File: config.mk
export PLATFORM = sky130hd
export DESIGN_NAME = tlcd_top
export DESIGN_NICKNAME = d
export VERILOG_FILES = /design/src/logic/tlcd_pkg.sv /design/src/logic/tlcd_rx_parser.sv /design/src/logic/tlcd_top.sv /design/src/logic/tlcd_tx_framer.sv
export SDC_FILE = /design/constraint.sdc
export NUM_CORES = 1
export LEC_CHECK = 0
export BUFFER_PORTS_ARGS = -buffer_cell sky130_fd_sc_hd__buf_2
export CAP_MARGIN = 15
export CORE_MARGIN = 1.5
export CORE_UTILIZATION = 56
export CTS_CLUSTER_DIAMETER = 120
export DETAILED_ROUTE_END_ITERATION = 10
export GPL_TIMING_DRIVEN = 0
export PLACE_DENSITY_LB_ADDON = 0.15
export SYNTH_ARGS = -nofsm -noshare
export SYNTH_HDL_FRONTEND = slang
export SYNTH_SLANG_ARGS = --single-unit
File: constraint.sdc
create_clock -name hclk -period 4.79 [get_ports hclk]
set_clock_uncertainty 0.05 [all_clocks]
set_input_delay 0.479 -clock hclk [delete_from_list [all_inputs] [get_ports hclk]]
set_output_delay 0.479 -clock hclk [all_outputs]
set_load 0.01 [all_outputs]
File: src/logic/tlcd_pkg.sv
// Shared constants and carriers for the test loop command decoder
package tlcd_pkg;
    // Test message header
    localparam logic [3:0] PD_TEST = 4'hf;
    localparam logic [3:0] SKIP_OK = 4'h0;
    localparam logic [3:0] SER_ML = 4'h2;
    // Message types
    localparam logic [7:0] MT_CLOSE_TL = 8'h00;
    localparam logic [7:0] MT_CLOSE_TL_ACK = 8'h01;
    localparam logic [7:0] MT_OPEN_TL = 8'h06;
    localparam logic [7:0] MT_OPEN_TL_ACK = 8'h07;
    localparam logic [7:0] MT_LINK_ACT = 8'h0c;
    localparam logic [7:0] MT_LINK_ACT_ACK = 8'h0d;
    localparam logic [7:0] MT_LINK_DEACT = 8'h10;
    localparam logic [7:0] MT_TEST_IF = 8'h14;
    localparam logic [7:0] MT_CLOSE_ML = 8'h20;
    localparam logic [7:0] MT_CLOSE_ML_ACK = 8'h21;
    localparam logic [7:0] MT_OPEN_ML = 8'h22;
    localparam logic [7:0] MT_OPEN_ML_ACK = 8'h23;
    // Optional acknowledge element of open traffic loop
    localparam logic [7:0] ACK_IE_MASK = 8'hf1;
    localparam logic [7:0] ACK_IE_VAL = 8'h81;
    // Loop type field layout and codes
    localparam int CHC_LSB = 0;
    localparam int MECH_LSB = 2;
    localparam int TN_LSB = 5;
    localparam logic [1:0] CHC_G = 2'h0;
    localparam logic [1:0] CHC_H = 2'h1;
    localparam logic [2:0] MECH_1 = 3'h0;
    localparam logic [2:0] MECH_2 = 3'h1;
    // Tested device codes
    localparam logic [2:0] DEV_NORMAL = 3'h0;
    localparam logic [2:0] DEV_DECODER = 3'h1;
    localparam logic [2:0] DEV_ENCODER = 3'h2;
    localparam logic [2:0] DEV_ACOUSTIC = 3'h4;
    // Register map
    localparam logic [7:0] REG_CTRL = 8'h00;
    localparam logic [7:0] REG_STATUS = 8'h04;
    localparam logic [7:0] REG_DROPS = 8'h08;
    localparam int CTRL_AUDIO_PORT = 0;
    localparam int CTRL_POWER = 1;
    localparam logic [1:0] CTRL_RESET = 2'h2;
    localparam int ST_KIND_LSB = 3;

    typedef enum logic [2:0] {
        LOOP_A, LOOP_B, LOOP_C, LOOP_D, LOOP_E, LOOP_F, LOOP_I, LOOP_NONE
    } tlcd_loop_e;

    typedef enum logic [1:0] {
        TX_IDLE = 2'h0, TX_SEND = 2'h1
    } tlcd_tx_state_e;

    // Parsed or outgoing message: index of last octet (octet count minus one), type, one argument
    typedef struct packed {
        logic [1:0] len;
        logic [7:0] mtype;
        logic [7:0] arg;
    } tlcd_msg_s;
endpackage

File: src/logic/tlcd_rx_parser.sv
// Collects received test message octets and screens the header
`timescale 1ns/1ns
`default_nettype none
module tlcd_rx_parser (
    // Clock and reset
    input wire logic hclk,
    input wire logic hresetn,
    input wire logic ce,
    // Octet stream
    input wire logic rx_valid,
    input wire logic rx_ready,
    input wire logic [7:0] rx_data,
    input wire logic rx_last,
    // Parsed message
    output tlcd_pkg::tlcd_msg_s msg,
    output logic msg_valid,
    output logic drop
);
    logic [1:0] cnt;
    logic hdr_bad;
    logic take;
    logic [7:0] mt;
    logic ser_ok;

    assign take = rx_valid & rx_ready;
    assign mt = (cnt == 2'h1) ? rx_data : msg.mtype;
    // Series 0, 1 and 2 only
    assign ser_ok = (mt[7:4] <= tlcd_pkg::SER_ML);

    always_ff @(posedge hclk or negedge hresetn) begin
        if (!hresetn) begin
            cnt <= 2'h0;
            hdr_bad <= 1'b0;
            msg <= '0;
            msg_valid <= 1'b0;
            drop <= 1'b0;
        end else if (ce) begin
            msg_valid <= 1'b0;
            drop <= 1'b0;
            if (take) begin
                if (cnt == 2'h0) begin
                    // Skip indicator high nibble, discriminator low
                    hdr_bad <= (rx_data[7:4] != tlcd_pkg::SKIP_OK)
                        || (rx_data[3:0] != tlcd_pkg::PD_TEST);
                    msg.arg <= 8'h00;
                end
                if (cnt == 2'h1) begin
                    msg.mtype <= rx_data;
                end
                if (cnt == 2'h2) begin
                    msg.arg <= rx_data;
                end
                // Octets past the third are ignored
                if (cnt != 2'h3) begin
                    msg.len <= cnt;
                end
                if (rx_last) begin
                    cnt <= 2'h0;
                    if (cnt != 2'h0 && !hdr_bad && ser_ok) begin
                        msg_valid <= 1'b1;
                    end else begin
                        drop <= 1'b1;
                    end
                end else if (cnt != 2'h3) begin
                    cnt <= cnt + 2'h1;
                end
            end
        end
    end
endmodule
`default_nettype wire

File: src/logic/tlcd_top.sv
// Test loop command decoder: link, audio test and loop control
// Function
// - Drop messages whose skip indicator is nonzero
// - Accept discriminator 1111, drop type series above 2
// - Bit X selects half-rate sub-channel one
// - Bits C..Y pick loop A-I, dashes ignored
// - Open loop may carry acknowledge element 0x81
// - Coding field 00 loop G, 01 loop H
// - Mechanism 000 is one, 001 is two
// - Timeslot used only under mechanism one
// - Multislot ack carries error indication bit
// - Activate link only with test SIM present
// - Send exactly one flow-on once link ready
// - Deactivate on power-off, removal, command; no flow-off
// - Acknowledge link activation command
// - Never acknowledge link deactivation command
// - New audio test function replaces the old
// - Device only takes commands, only sends acks
// - Decode tested device field, ignore reserved
//
// Local design decisions: the register addresses and the AHB-Lite slave port.
`timescale 1ns/1ns
`default_nettype none
module tlcd_top (
    // Clock and reset
    input wire logic hclk,
    input wire logic hresetn,
    input wire logic ce,
    // AHB-Lite slave
    input wire logic hsel,
    input wire logic [31:0] haddr,
    input wire logic [1:0] htrans,
    input wire logic hwrite,
    input wire logic [2:0] hsize,
    input wire logic [31:0] hwdata,
    input wire logic hready,
    output logic hreadyout,
    output logic [31:0] hrdata,
    output logic hresp,
    // Received test messages
    input wire logic rx_valid,
    input wire logic [7:0] rx_data,
    input wire logic rx_last,
    output logic rx_ready,
    // Transmitted acknowledgements
    output logic tx_valid,
    output logic [7:0] tx_data,
    output logic tx_last,
    input wire logic tx_ready,
    // Maintenance test link
    input wire logic test_sim_present,
    input wire logic link_ready,
    output logic maintenance_test_link,
    output logic flow_on_msg,
    // Audio test port
    input wire logic audio_port_strobe,
    input wire logic [2:0] audio_port_device,
    output logic [2:0] audio_device,
    output logic audio_test_active,
    // Traffic channel loops
    output logic traffic_loop_closed,
    output logic traffic_subch,
    output tlcd_pkg::tlcd_loop_e loop_kind,
    output logic ms_loop_closed,
    output logic [1:0] coding_select,
    output logic [2:0] ms_mech,
    output logic [2:0] slot_number,
    output logic slot_number_valid,
    output logic ms_error
);
    tlcd_pkg::tlcd_msg_s msg;
    tlcd_pkg::tlcd_msg_s tx_frame;
    logic msg_valid;
    logic parse_drop;
    logic tx_busy;
    logic tx_send;
    logic [1:0] ctrl;
    logic [7:0] drops;
    logic ap_write;
    logic [7:0] ap_addr;
    logic sim_q;
    logic power_q;
    logic flow_sent;
    logic link_ok;
    logic unknown;
    tlcd_pkg::tlcd_loop_e next_kind;
    logic ml_err;
    logic [1:0] chc_f;
    logic [2:0] mech_f;

    function automatic logic dev_ok(input logic [2:0] d);
        return d == tlcd_pkg::DEV_NORMAL || d == tlcd_pkg::DEV_DECODER
            || d == tlcd_pkg::DEV_ENCODER || d == tlcd_pkg::DEV_ACOUSTIC;
    endfunction

    function automatic tlcd_pkg::tlcd_msg_s ack1(input logic [7:0] mt);
        return '{len: 2'h1, mtype: mt, arg: 8'h00};
    endfunction

    // Octets wait while an answer is pending; no answer is ever lost
    assign rx_ready = !tx_busy && !tx_send && !msg_valid;
    assign link_ok = ctrl[tlcd_pkg::CTRL_POWER] && test_sim_present;
    assign chc_f = msg.arg[tlcd_pkg::CHC_LSB +: 2];
    assign mech_f = msg.arg[tlcd_pkg::MECH_LSB +: 3];
    // Valid codes are the lowest ones, so one compare screens the rest
    assign ml_err = (msg.len != 2'h2) || (chc_f > tlcd_pkg::CHC_H)
        || (mech_f > tlcd_pkg::MECH_2);

    tlcd_rx_parser u_parser (
        .hclk(hclk),
        .hresetn(hresetn),
        .ce(ce),
        .rx_valid(rx_valid),
        .rx_ready(rx_ready),
        .rx_data(rx_data),
        .rx_last(rx_last),
        .msg(msg),
        .msg_valid(msg_valid),
        .drop(parse_drop)
    );

    tlcd_tx_framer u_framer (
        .hclk(hclk),
        .hresetn(hresetn),
        .ce(ce),
        .send(tx_send),
        .frame(tx_frame),
        .busy(tx_busy),
        .tx_valid(tx_valid),
        .tx_data(tx_data),
        .tx_last(tx_last),
        .tx_ready(tx_ready)
    );

    // Don't-care positions fall out of the casez wildcards
    always_comb begin
        casez (msg.arg[5:1])
            5'b00000: next_kind = tlcd_pkg::LOOP_A;
            5'b00001: next_kind = tlcd_pkg::LOOP_B;
            5'b0001?: next_kind = tlcd_pkg::LOOP_C;
            5'b001??: next_kind = tlcd_pkg::LOOP_D;
            5'b010??: next_kind = tlcd_pkg::LOOP_E;
            5'b011??: next_kind = tlcd_pkg::LOOP_F;
            5'b111??: next_kind = tlcd_pkg::LOOP_I;
            default: next_kind = tlcd_pkg::LOOP_NONE;
        endcase
    end

    // Command decode and answer build
    always_ff @(posedge hclk or negedge hresetn) begin
        if (!hresetn) begin
            tx_send <= 1'b0;
            tx_frame <= '0;
            traffic_loop_closed <= 1'b0;
            traffic_subch <= 1'b0;
            loop_kind <= tlcd_pkg::LOOP_NONE;
            ms_loop_closed <= 1'b0;
            coding_select <= tlcd_pkg::CHC_G;
            ms_mech <= tlcd_pkg::MECH_1;
            slot_number <= 3'h0;
            slot_number_valid <= 1'b0;
            ms_error <= 1'b0;
            unknown <= 1'b0;
        end else if (ce) begin
            tx_send <= 1'b0;
            unknown <= 1'b0;
            if (msg_valid) begin
                case (msg.mtype)
                    tlcd_pkg::MT_CLOSE_TL: begin
                        if (msg.len == 2'h2 && next_kind != tlcd_pkg::LOOP_NONE) begin
                            traffic_loop_closed <= 1'b1;
                            traffic_subch <= msg.arg[0];
                            loop_kind <= next_kind;
                            tx_frame <= ack1(tlcd_pkg::MT_CLOSE_TL_ACK);
                            tx_send <= 1'b1;
                        end else begin
                            unknown <= 1'b1;
                        end
                    end
                    tlcd_pkg::MT_OPEN_TL: begin
                        traffic_loop_closed <= 1'b0;
                        loop_kind <= tlcd_pkg::LOOP_NONE;
                        if (msg.len == 2'h2
                            && (msg.arg & tlcd_pkg::ACK_IE_MASK) == tlcd_pkg::ACK_IE_VAL) begin
                            tx_frame <= ack1(tlcd_pkg::MT_OPEN_TL_ACK);
                            tx_send <= 1'b1;
                        end
                    end
                    tlcd_pkg::MT_CLOSE_ML: begin
                        ms_error <= ml_err;
                        if (!ml_err) begin
                            ms_loop_closed <= 1'b1;
                            coding_select <= chc_f;
                            ms_mech <= mech_f;
                            slot_number <= msg.arg[tlcd_pkg::TN_LSB +: 3];
                            slot_number_valid <= (mech_f == tlcd_pkg::MECH_1);
                        end
                        // Result echoes mechanism and coding, error in bit 0
                        tx_frame <= '{len: 2'h2, mtype: tlcd_pkg::MT_CLOSE_ML_ACK,
                            arg: {mech_f, chc_f, 2'h0, ml_err}};
                        tx_send <= 1'b1;
                    end
                    tlcd_pkg::MT_OPEN_ML: begin
                        ms_loop_closed <= 1'b0;
                        slot_number_valid <= 1'b0;
                        tx_frame <= ack1(tlcd_pkg::MT_OPEN_ML_ACK);
                        tx_send <= 1'b1;
                    end
                    tlcd_pkg::MT_LINK_ACT: begin
                        if (link_ok) begin
                            tx_frame <= ack1(tlcd_pkg::MT_LINK_ACT_ACK);
                            tx_send <= 1'b1;
                        end
                    end
                    tlcd_pkg::MT_LINK_DEACT: begin
                        tx_send <= 1'b0;
                    end
                    tlcd_pkg::MT_TEST_IF: begin
                        unknown <= (msg.len != 2'h2);
                    end
                    default: begin
                        // Received acks and other unlisted types of series 0 to 2 come this way
                        unknown <= 1'b1;
                    end
                endcase
            end
        end
    end

    // Maintenance test link activation
    always_ff @(posedge hclk or negedge hresetn) begin
        if (!hresetn) begin
            sim_q <= 1'b0;
            power_q <= 1'b0;
            maintenance_test_link <= 1'b0;
        end else if (ce) begin
            sim_q <= test_sim_present;
            power_q <= ctrl[tlcd_pkg::CTRL_POWER];
            if (!link_ok) begin
                maintenance_test_link <= 1'b0;
            end else if (msg_valid && msg.mtype == tlcd_pkg::MT_LINK_DEACT) begin
                maintenance_test_link <= 1'b0;
            end else if (!power_q || !sim_q
                || (msg_valid && msg.mtype == tlcd_pkg::MT_LINK_ACT)) begin
                maintenance_test_link <= 1'b1;
            end
        end
    end

    // One flow-on per activation; deactivation sends nothing
    always_ff @(posedge hclk or negedge hresetn) begin
        if (!hresetn) begin
            flow_sent <= 1'b0;
            flow_on_msg <= 1'b0;
        end else if (ce) begin
            flow_on_msg <= 1'b0;
            if (!maintenance_test_link) begin
                flow_sent <= 1'b0;
            end else if (link_ready && !flow_sent) begin
                flow_on_msg <= 1'b1;
                flow_sent <= 1'b1;
            end
        end
    end

    // Audio test selection: message or port, per control bit
    always_ff @(posedge hclk or negedge hresetn) begin
        if (!hresetn) begin
            audio_device <= tlcd_pkg::DEV_NORMAL;
        end else if (ce) begin
            if (ctrl[tlcd_pkg::CTRL_AUDIO_PORT]) begin
                if (audio_port_strobe && dev_ok(audio_port_device)) begin
                    audio_device <= audio_port_device;
                end
            end else if (msg_valid && msg.mtype == tlcd_pkg::MT_TEST_IF
                && msg.len == 2'h2 && dev_ok(msg.arg[2:0])) begin
                audio_device <= msg.arg[2:0];
            end
        end
    end

    assign audio_test_active = (audio_device != tlcd_pkg::DEV_NORMAL);

    // Discarded message counter, saturating
    always_ff @(posedge hclk or negedge hresetn) begin
        if (!hresetn) begin
            drops <= 8'h00;
        end else if (ce) begin
            if ((parse_drop || unknown) && drops != 8'hff) begin
                drops <= drops + 8'h01;
            end
        end
    end

    // AHB-Lite: zero wait states, stalls only while frozen
    assign hreadyout = ce;
    assign hresp = 1'b0;

    always_ff @(posedge hclk or negedge hresetn) begin
        if (!hresetn) begin
            ap_write <= 1'b0;
            ap_addr <= 8'h00;
            ctrl <= tlcd_pkg::CTRL_RESET;
            hrdata <= '0;
        end else if (ce) begin
            if (ap_write && ap_addr == tlcd_pkg::REG_CTRL) begin
                ctrl <= hwdata[1:0];
            end
            ap_write <= hsel && hready && htrans[1] && hwrite;
            ap_addr <= {haddr[7:2], 2'h0};
            hrdata <= '0;
            if (hsel && hready && htrans[1] && !hwrite && haddr[31:8] == 24'h00_0000) begin
                case ({haddr[7:2], 2'h0})
                    tlcd_pkg::REG_CTRL: hrdata <= {30'h0, ctrl};
                    tlcd_pkg::REG_STATUS: hrdata <= {13'h0, ms_error, audio_device,
                        slot_number, ms_mech, coding_select, ms_loop_closed,
                        loop_kind, traffic_subch, traffic_loop_closed,
                        maintenance_test_link};
                    tlcd_pkg::REG_DROPS: hrdata <= {24'h0, drops};
                    default: hrdata <= 32'h0000_0000;
                endcase
            end
        end
    end
endmodule
`default_nettype wire

File: src/logic/tlcd_tx_framer.sv
// Serialises one outgoing test message with its header octet
`timescale 1ns/1ns
`default_nettype none
module tlcd_tx_framer (
    // Clock and reset
    input wire logic hclk,
    input wire logic hresetn,
    input wire logic ce,
    // Request
    input wire logic send,
    input wire tlcd_pkg::tlcd_msg_s frame,
    output logic busy,
    // Octet stream
    output logic tx_valid,
    output logic [7:0] tx_data,
    output logic tx_last,
    input wire logic tx_ready
);
    tlcd_pkg::tlcd_tx_state_e state;
    tlcd_pkg::tlcd_msg_s held;
    logic [1:0] idx;

    assign busy = (state != tlcd_pkg::TX_IDLE);
    assign tx_valid = (state == tlcd_pkg::TX_SEND);

    always_ff @(posedge hclk or negedge hresetn) begin
        if (!hresetn) begin
            state <= tlcd_pkg::TX_IDLE;
            held <= '0;
            idx <= 2'h0;
            tx_data <= 8'h00;
            tx_last <= 1'b0;
        end else if (ce) begin
            case (state)
                tlcd_pkg::TX_IDLE: begin
                    if (send) begin
                        held <= frame;
                        idx <= 2'h1;
                        tx_data <= {tlcd_pkg::SKIP_OK, tlcd_pkg::PD_TEST};
                        tx_last <= 1'b0;
                        state <= tlcd_pkg::TX_SEND;
                    end
                end
                tlcd_pkg::TX_SEND: begin
                    if (tx_ready) begin
                        if (tx_last) begin
                            state <= tlcd_pkg::TX_IDLE;
                            tx_last <= 1'b0;
                        end else begin
                            tx_data <= (idx == 2'h1) ? held.mtype : held.arg;
                            tx_last <= (idx == held.len);
                            idx <= idx + 2'h1;
                        end
                    end
                end
                default: begin
                    state <= tlcd_pkg::TX_IDLE;
                end
            endcase
        end
    end
endmodule
`default_nettype wire
Yosys cells after proc, flatten, opt, wreduce, memory -nomap -nowiden
Cells that the tools add are included.
- add/sub/neg operators: 3
- magnitude comparators: 3
- equality and inequality tests: 43
- muxes and demuxes: 60
- bitwise gates (word level): 2
- reduce and logical (&&, ||, !) cells: 85
- operators with widths (operator ; count):
    case mux 18 bit (5 select lines) ; 1
    case mux 19 bit (3 select lines) ; 1
    2-to-1 mux 8 bit ; 7
    2-to-1 mux 18 bit ; 3
    2-to-1 mux 1 bit ; 25
    zero test 24 bit ; 1
    AND reduction 3 bit ; 8
    AND reduction 4 bit ; 6
    logical AND 1 bit ; 21
    case mux 3 bit (7 select lines) ; 1
    2-to-1 mux 19 bit ; 1
    equality test 8 x 5 -> 1 bit, second input constant ; 2
    equality test 8 x 6 -> 1 bit, second input constant ; 2
    zero test 8 bit ; 2
    inequality test 2 bit, second input constant ; 8
    case mux 8 bit (2 select lines) ; 1
    nonzero test 2 bit ; 8
    2-to-1 mux 2 bit ; 7
    equality test 3 x 2 -> 1 bit, second input constant ; 4
    logical OR 1 bit ; 12
    2-to-1 mux 3 bit ; 4
    AND reduction 2 bit ; 5
    equality test 3 x 1 -> 1 bit, second input constant ; 3
    equality test 3 bit, second input constant ; 3
    other kinds (39) ; 60
- register bits: 147
- bits of input ports: 92
- output and inout port bits: 67
- word-level logic and storage cells: 236

Logic depth before layout (Yosys ltp)
- depth in word-level cells: 7
- depth in mapped cells: 7
- gate-level depth less buffers: 6

Hierarchy
From an unflattened synthesis, not the netlist that was laid out.
- cells, all modules: 493
- area, all modules: 6077.1 sq um
- modules (own cells, without submodules) (module ; times used ; cells an instance ; area each (sq um) ; sequential area each (sq um)):
    tlcd_top ; 1 ; 328 ; 3693.5 ; 1881.8
    tlcd_tx_framer ; 1 ; 88 ; 1373.8 ; 750.7
    tlcd_rx_parser ; 1 ; 77 ; 1009.7 ; 575.6

Worst setup path after synthesis
OpenSTA, ideal clock, no wires.
- path kind: reg-to-reg
- start: reg, netlist name u_parser.msg[11]
- end: reg tx_frame[11] in the netlist's numbering
- library setup time: 0.125 ns
- data arrival time: 1.809 ns
- required time: 4.615 ns
- path slack: 2.806 ns
- cell stages (with the launch flop): 8
- buffers on the path: 2
- clock period less this slack: 1.984 ns
- path through: dfrtp_1 buf_2 nor2_1 o21ai_0 o31a_1 nor4b_4 buf_6 mux2_4
- longest elaborated chain between the ends: 3
- elaborated cells on any way between the ends: 11
- those cells by class: eq/ne (7); mux (1); reduce/logical (3)
- ends and longest elaborated chain (item ; line ; RTL):
    equality test 8 x 4 -> 1 bit (tied with other cells) ; tlcd_top.sv:168 ; case (msg.mtype)
    nonzero test 5 bit (no line) or inequality test 2 bit (tied branches) ; n/a ;
    AND reduction 6 bit (no line) ; n/a ;
    to (signal assigned) ; tlcd_top.sv:174 ; tx_frame <= ack1(tlcd_pkg::MT_CLOSE_TL_ACK);
    to (signal assigned) ; tlcd_top.sv:185 ; tx_frame <= ack1(tlcd_pkg::MT_OPEN_TL_ACK);
    to (signal assigned) ; tlcd_top.sv:199 ; tx_frame <= '{len: 2'h2, mtype: tlcd_pkg::MT_CLOSE_ML_ACK,
    to (decl) ; tlcd_top.sv:72 ; tlcd_pkg::tlcd_msg_s tx_frame;
Parallel ways exist; a longest one is shown, timed or not.
A chain may end at the register's enable or synchronous reset.

Worst setup path in the final report
- start: reg, netlist name u_parser.msg[16]
- end: reg tx_frame[11] in the netlist's numbering
- longest elaborated chain between the ends: 4
- elaborated cells on any way between the ends: 6
- those cells by class: eq/ne (3); reduce/logical (3)
- ends and longest elaborated chain (item ; line):
    equality test 2 bit * ; tlcd_top.sv:170, tlcd_top.sv:183
    logical AND 1 bit (on tied branches) ; tlcd_top.sv:184, tlcd_top.sv:170
    inequality test 2 bit (no line) ; n/a
    AND reduction 6 bit (no line) * ; n/a
Mark *: on every way between the ends. The rest lies on a longest branch, timed or not.

==> reports/results.ini <==
[run_status]
status=complete, no violations

[synth]
ys.flop_type=dfrtp_1
ys_ff_latch=123
syn-cell-area_mm2=0.00571
syn_inst=494
synthArstFlopShare=1.00
ys_warn_count=0
ys_seq_area_frac=0.540
synth_enable_flop_cells=0
synthDistinctLibCells=65
syn_avg_cell_area_um2=11.6

[place]
dp.cells=748
dp_hpwl_um=9410
gp_congestion=0.864
port-buffer-count=107

[floorplan]
fp.dieW_um=104
start_util=0.582
core_mm2=0.00982
ios=159
die-area_mm2=0.0108
rows=36
die_h_um=104

[setup_path]
crit_type=flip-flop to flip-flop
reg2reg_slack_ns=2.53
crit_arrival_ns=2.61
end_kind=flip-flop
slowest_delay_ns=0.40
rr_startpoint=u_parser.msg[16]
worstPathMaxFanout=10
cp_slowest_cell=nor4b_4
worstPathCellList=nand2b_1, nor4_1, o21ai_2, nor4b_4, buf_6, mux2_4
r2r_cells=6
crit_path_start_kind=flip-flop
timing.rr.end=tx_frame[11]
required_ns=5.14

[hold_path]
hold_depth=3
worstHoldStart=hwrite
holdPathEnd=ap_write
min_path_type=input port to flip-flop

[grt]
grt_max_degree=72
grt_pass1_wl_um=21900
first_global_vias=4395
track_usage=0.259
antenna_found_initial=0
grt_overflow=0

[clocking]
ctsResizeCount=0
insertion_delay_ns=0.52
cts_sinks=123
clock_path_buffers=2
cts_buffers=17
cts_tree=done
clk_pin_slew_ns=0.05
cts_root_buffer=clkbuf_8
htreeDepth=4

[routing]
first_pass_iters=5
vias=4318
via_per_inst=5.56
wl_um=13000
drcViolationCount=0
wl_per_cell_um=16.7
ant_nets=0
drt_iter0_markers=270

[timing]
rsz0062_at_grt=false
relSlewSlack=0.565
period_share=0.471
hold_viol_final=0
post-route-min-period_ns=2.26
tns_ns=0
maxSlewViolCount=0
fmax_mhz=443
tightestPinTransition_ns=0.652
setup_violations=0

[final_layout]
fin_nets=733
fin_cells=777
drive_gt1_frac=0.345
fin_util=0.715
diodes=0
area_growth_syn_to_layout_pct=23.0

[flow_run]
maxCapViolCount=0

[power_and_ir_drop]
ir_drop_uv=314
power.static_leakage_nw=3.51
power.density_mw_per_mm2=478

worst max path at each step:
| stage | startpoint | to | slack (ns) | cells past startpoint |
|---|---|---|---|---|
| floorplan | u_parser.msg[11] | tx_frame[11] | 2.81 | 7 |
| global placement | hresetn | ms_mech[2] | 1.75 | 1 |
| detailed placement | haddr[5] | hrdata[14] | 2.42 | 6 |
| CTS | u_parser.msg[16] | tx_frame[11] | 2.54 | 6 |
| global route | u_parser.msg[16] | tx_frame[11] | 2.36 | 6 |
| finish | u_parser.msg[16] | tx_frame[11] | 2.53 | 6 |
power by group:
part	total, W	internal, W	leakage, nW	switching (W)
logic	0.000799	0.000356	1.66	0.000443
registers	0.00144	0.00126	1.59	0.000186
clock network	0.00111	0.000704	0.259	0.000409
total	0.00336	0.00232	3.51	0.00104
state kept, by name (all words and copies together) (netlist names), 2 cells and up:
signal            count
ap_addr               6
audio_device          3
coding_select         2
ctrl                  2
drops                 8
hrdata               19
loop_kind             3
ms_mech               3
slot_number           3
tx_frame             13
u_framer.held        13
u_framer.idx          2
u_framer.tx_data      8
u_parser.cnt          2
u_parser.msg         18
critical path, delay by kind of cell, from the launching register on:
family,cells,cell delay (ns)
buffers and inverters,1,0.23
multiplexers,1,0.30
flip-flops,1,0.37
AND/OR/NAND/NOR,3,1.01
AO/OA/AOI/OAI,1,0.16
cell usage in the layout, fill, tap and decap left out, types with 4 or more instances in the layout:
master,Yosys,layout
and3_1,4,4
inv_1,18,18
nor2_1,20,20
o21ai_0,13,13
conb_1,1,14
and2_1,5,5
nor4_1,11,11
nor2b_1,4,4
o2bb2ai_1,4,4
dfrtp_1,119,119
a21oi_1,15,15
clkbuf_8,0,7
nand3_1,8,8
buf_2,6,112
dfstp_2,4,4
mux2i_1,11,11
mux2_2,46,46
xnor2_1,7,7
nand2_1,48,48
ha_1,6,6
a22o_1,31,31
a21o_1,5,5
nor3_1,12,12
buf_4,17,17
clkbuf_1,12,15
clkbuf_16,0,16
metal layers:
metal / part of all wire / global-route usage
met2: 0.49 / 0.425
met1: 0.44 / 0.332
met4: 0.013 / 0.0794
met5: 0 / 0
met3: 0.059 / 0.0777
stage by stage:
step                      cell area [um2]  hold WS [ns]  worst slack (ns)  power (W)
after detailed placement             6490         0.407              2.42    0.00225
after CTS                            7020         0.131              2.54    0.00337
final                                7020         0.147              2.53    0.00336
after floorplan                      5760         0.133              2.81    0.00197
after global routing                 7020         0.135              2.36    0.00355
after global placement               6460         0.400              1.75    0.00221
Yosys cell counts (2+ instances only):
cell type	n	share of area
nand3b_1	2	0.0026
buf_4	17	0.022
nand3_1	8	0.0070
buf_2	6	0.0053
dfstp_2	4	0.018
nor2b_1	4	0.0044
nor4_1	11	0.012
a21o_1	5	0.0066
nand2b_1	2	0.0022
and2_1	5	0.0055
o2bb2ai_1	4	0.0061
o21a_1	2	0.0026
and3_1	4	0.0044
o21ai_0	13	0.011
nor3b_1	2	0.0026
xor2_1	3	0.0046
nand4b_1	3	0.0046
dfrtp_1	119	0.52
nand2_1	48	0.032
a32oi_1	2	0.0031
mux2_2	46	0.091
inv_1	18	0.012
nor2_1	20	0.013
xnor2_1	7	0.011
a22o_1	31	0.048
and4_1	2	0.0031
ha_1	6	0.013
or4_1	2	0.0026
nor4_4	2	0.0074
a21oi_1	15	0.013
a211oi_1	2	0.0026
or2_2	3	0.0033
mux2i_1	11	0.019
o41ai_1	3	0.0046
nor3_1	12	0.011
maj3_1	2	0.0035
o32ai_1	2	0.0031
clkbuf_1	12	0.0079
o22ai_1	2	0.0022
a31oi_1	3	0.0033
buf_6	2	0.0039
nand4_1	3	0.0033
mux2_4	2	0.0053
logic make-up (layout without fill, tap and decap cells):
family / Yosys count / after routing / synth area share
AOI/OAI and AO/OA: 95 / 95 / 0.122
xor gates and xnor gates: 10 / 10 / 0.0153
adders and majority gates: 8 / 8 / 0.0167
buffers and inverters: 57 / 194 / 0.0526
DFF: 123 / 123 / 0.540
muxes: 59 / 59 / 0.115
other: 1 / 14 / 0.000657
and+or+nand+nor: 141 / 141 / 0.138
final cells by class:
cell class	instances	area, um2
plain buffers	38	229
clock buffers	26	508
clock inverters	2	10.0
fillers	743	2800
inverters	19	71.3
multi-input cells	327	2380
flip-flops and latches	123	3080
well taps	133	166
repair buffers	109	579
timing repair:
action / in CTS / in global routing
hold endpoints to repair: 52 / 0
hold buffers: 1 / 0
buffers inserted: 0 / 0
Power figures use the tool's default switching activity.
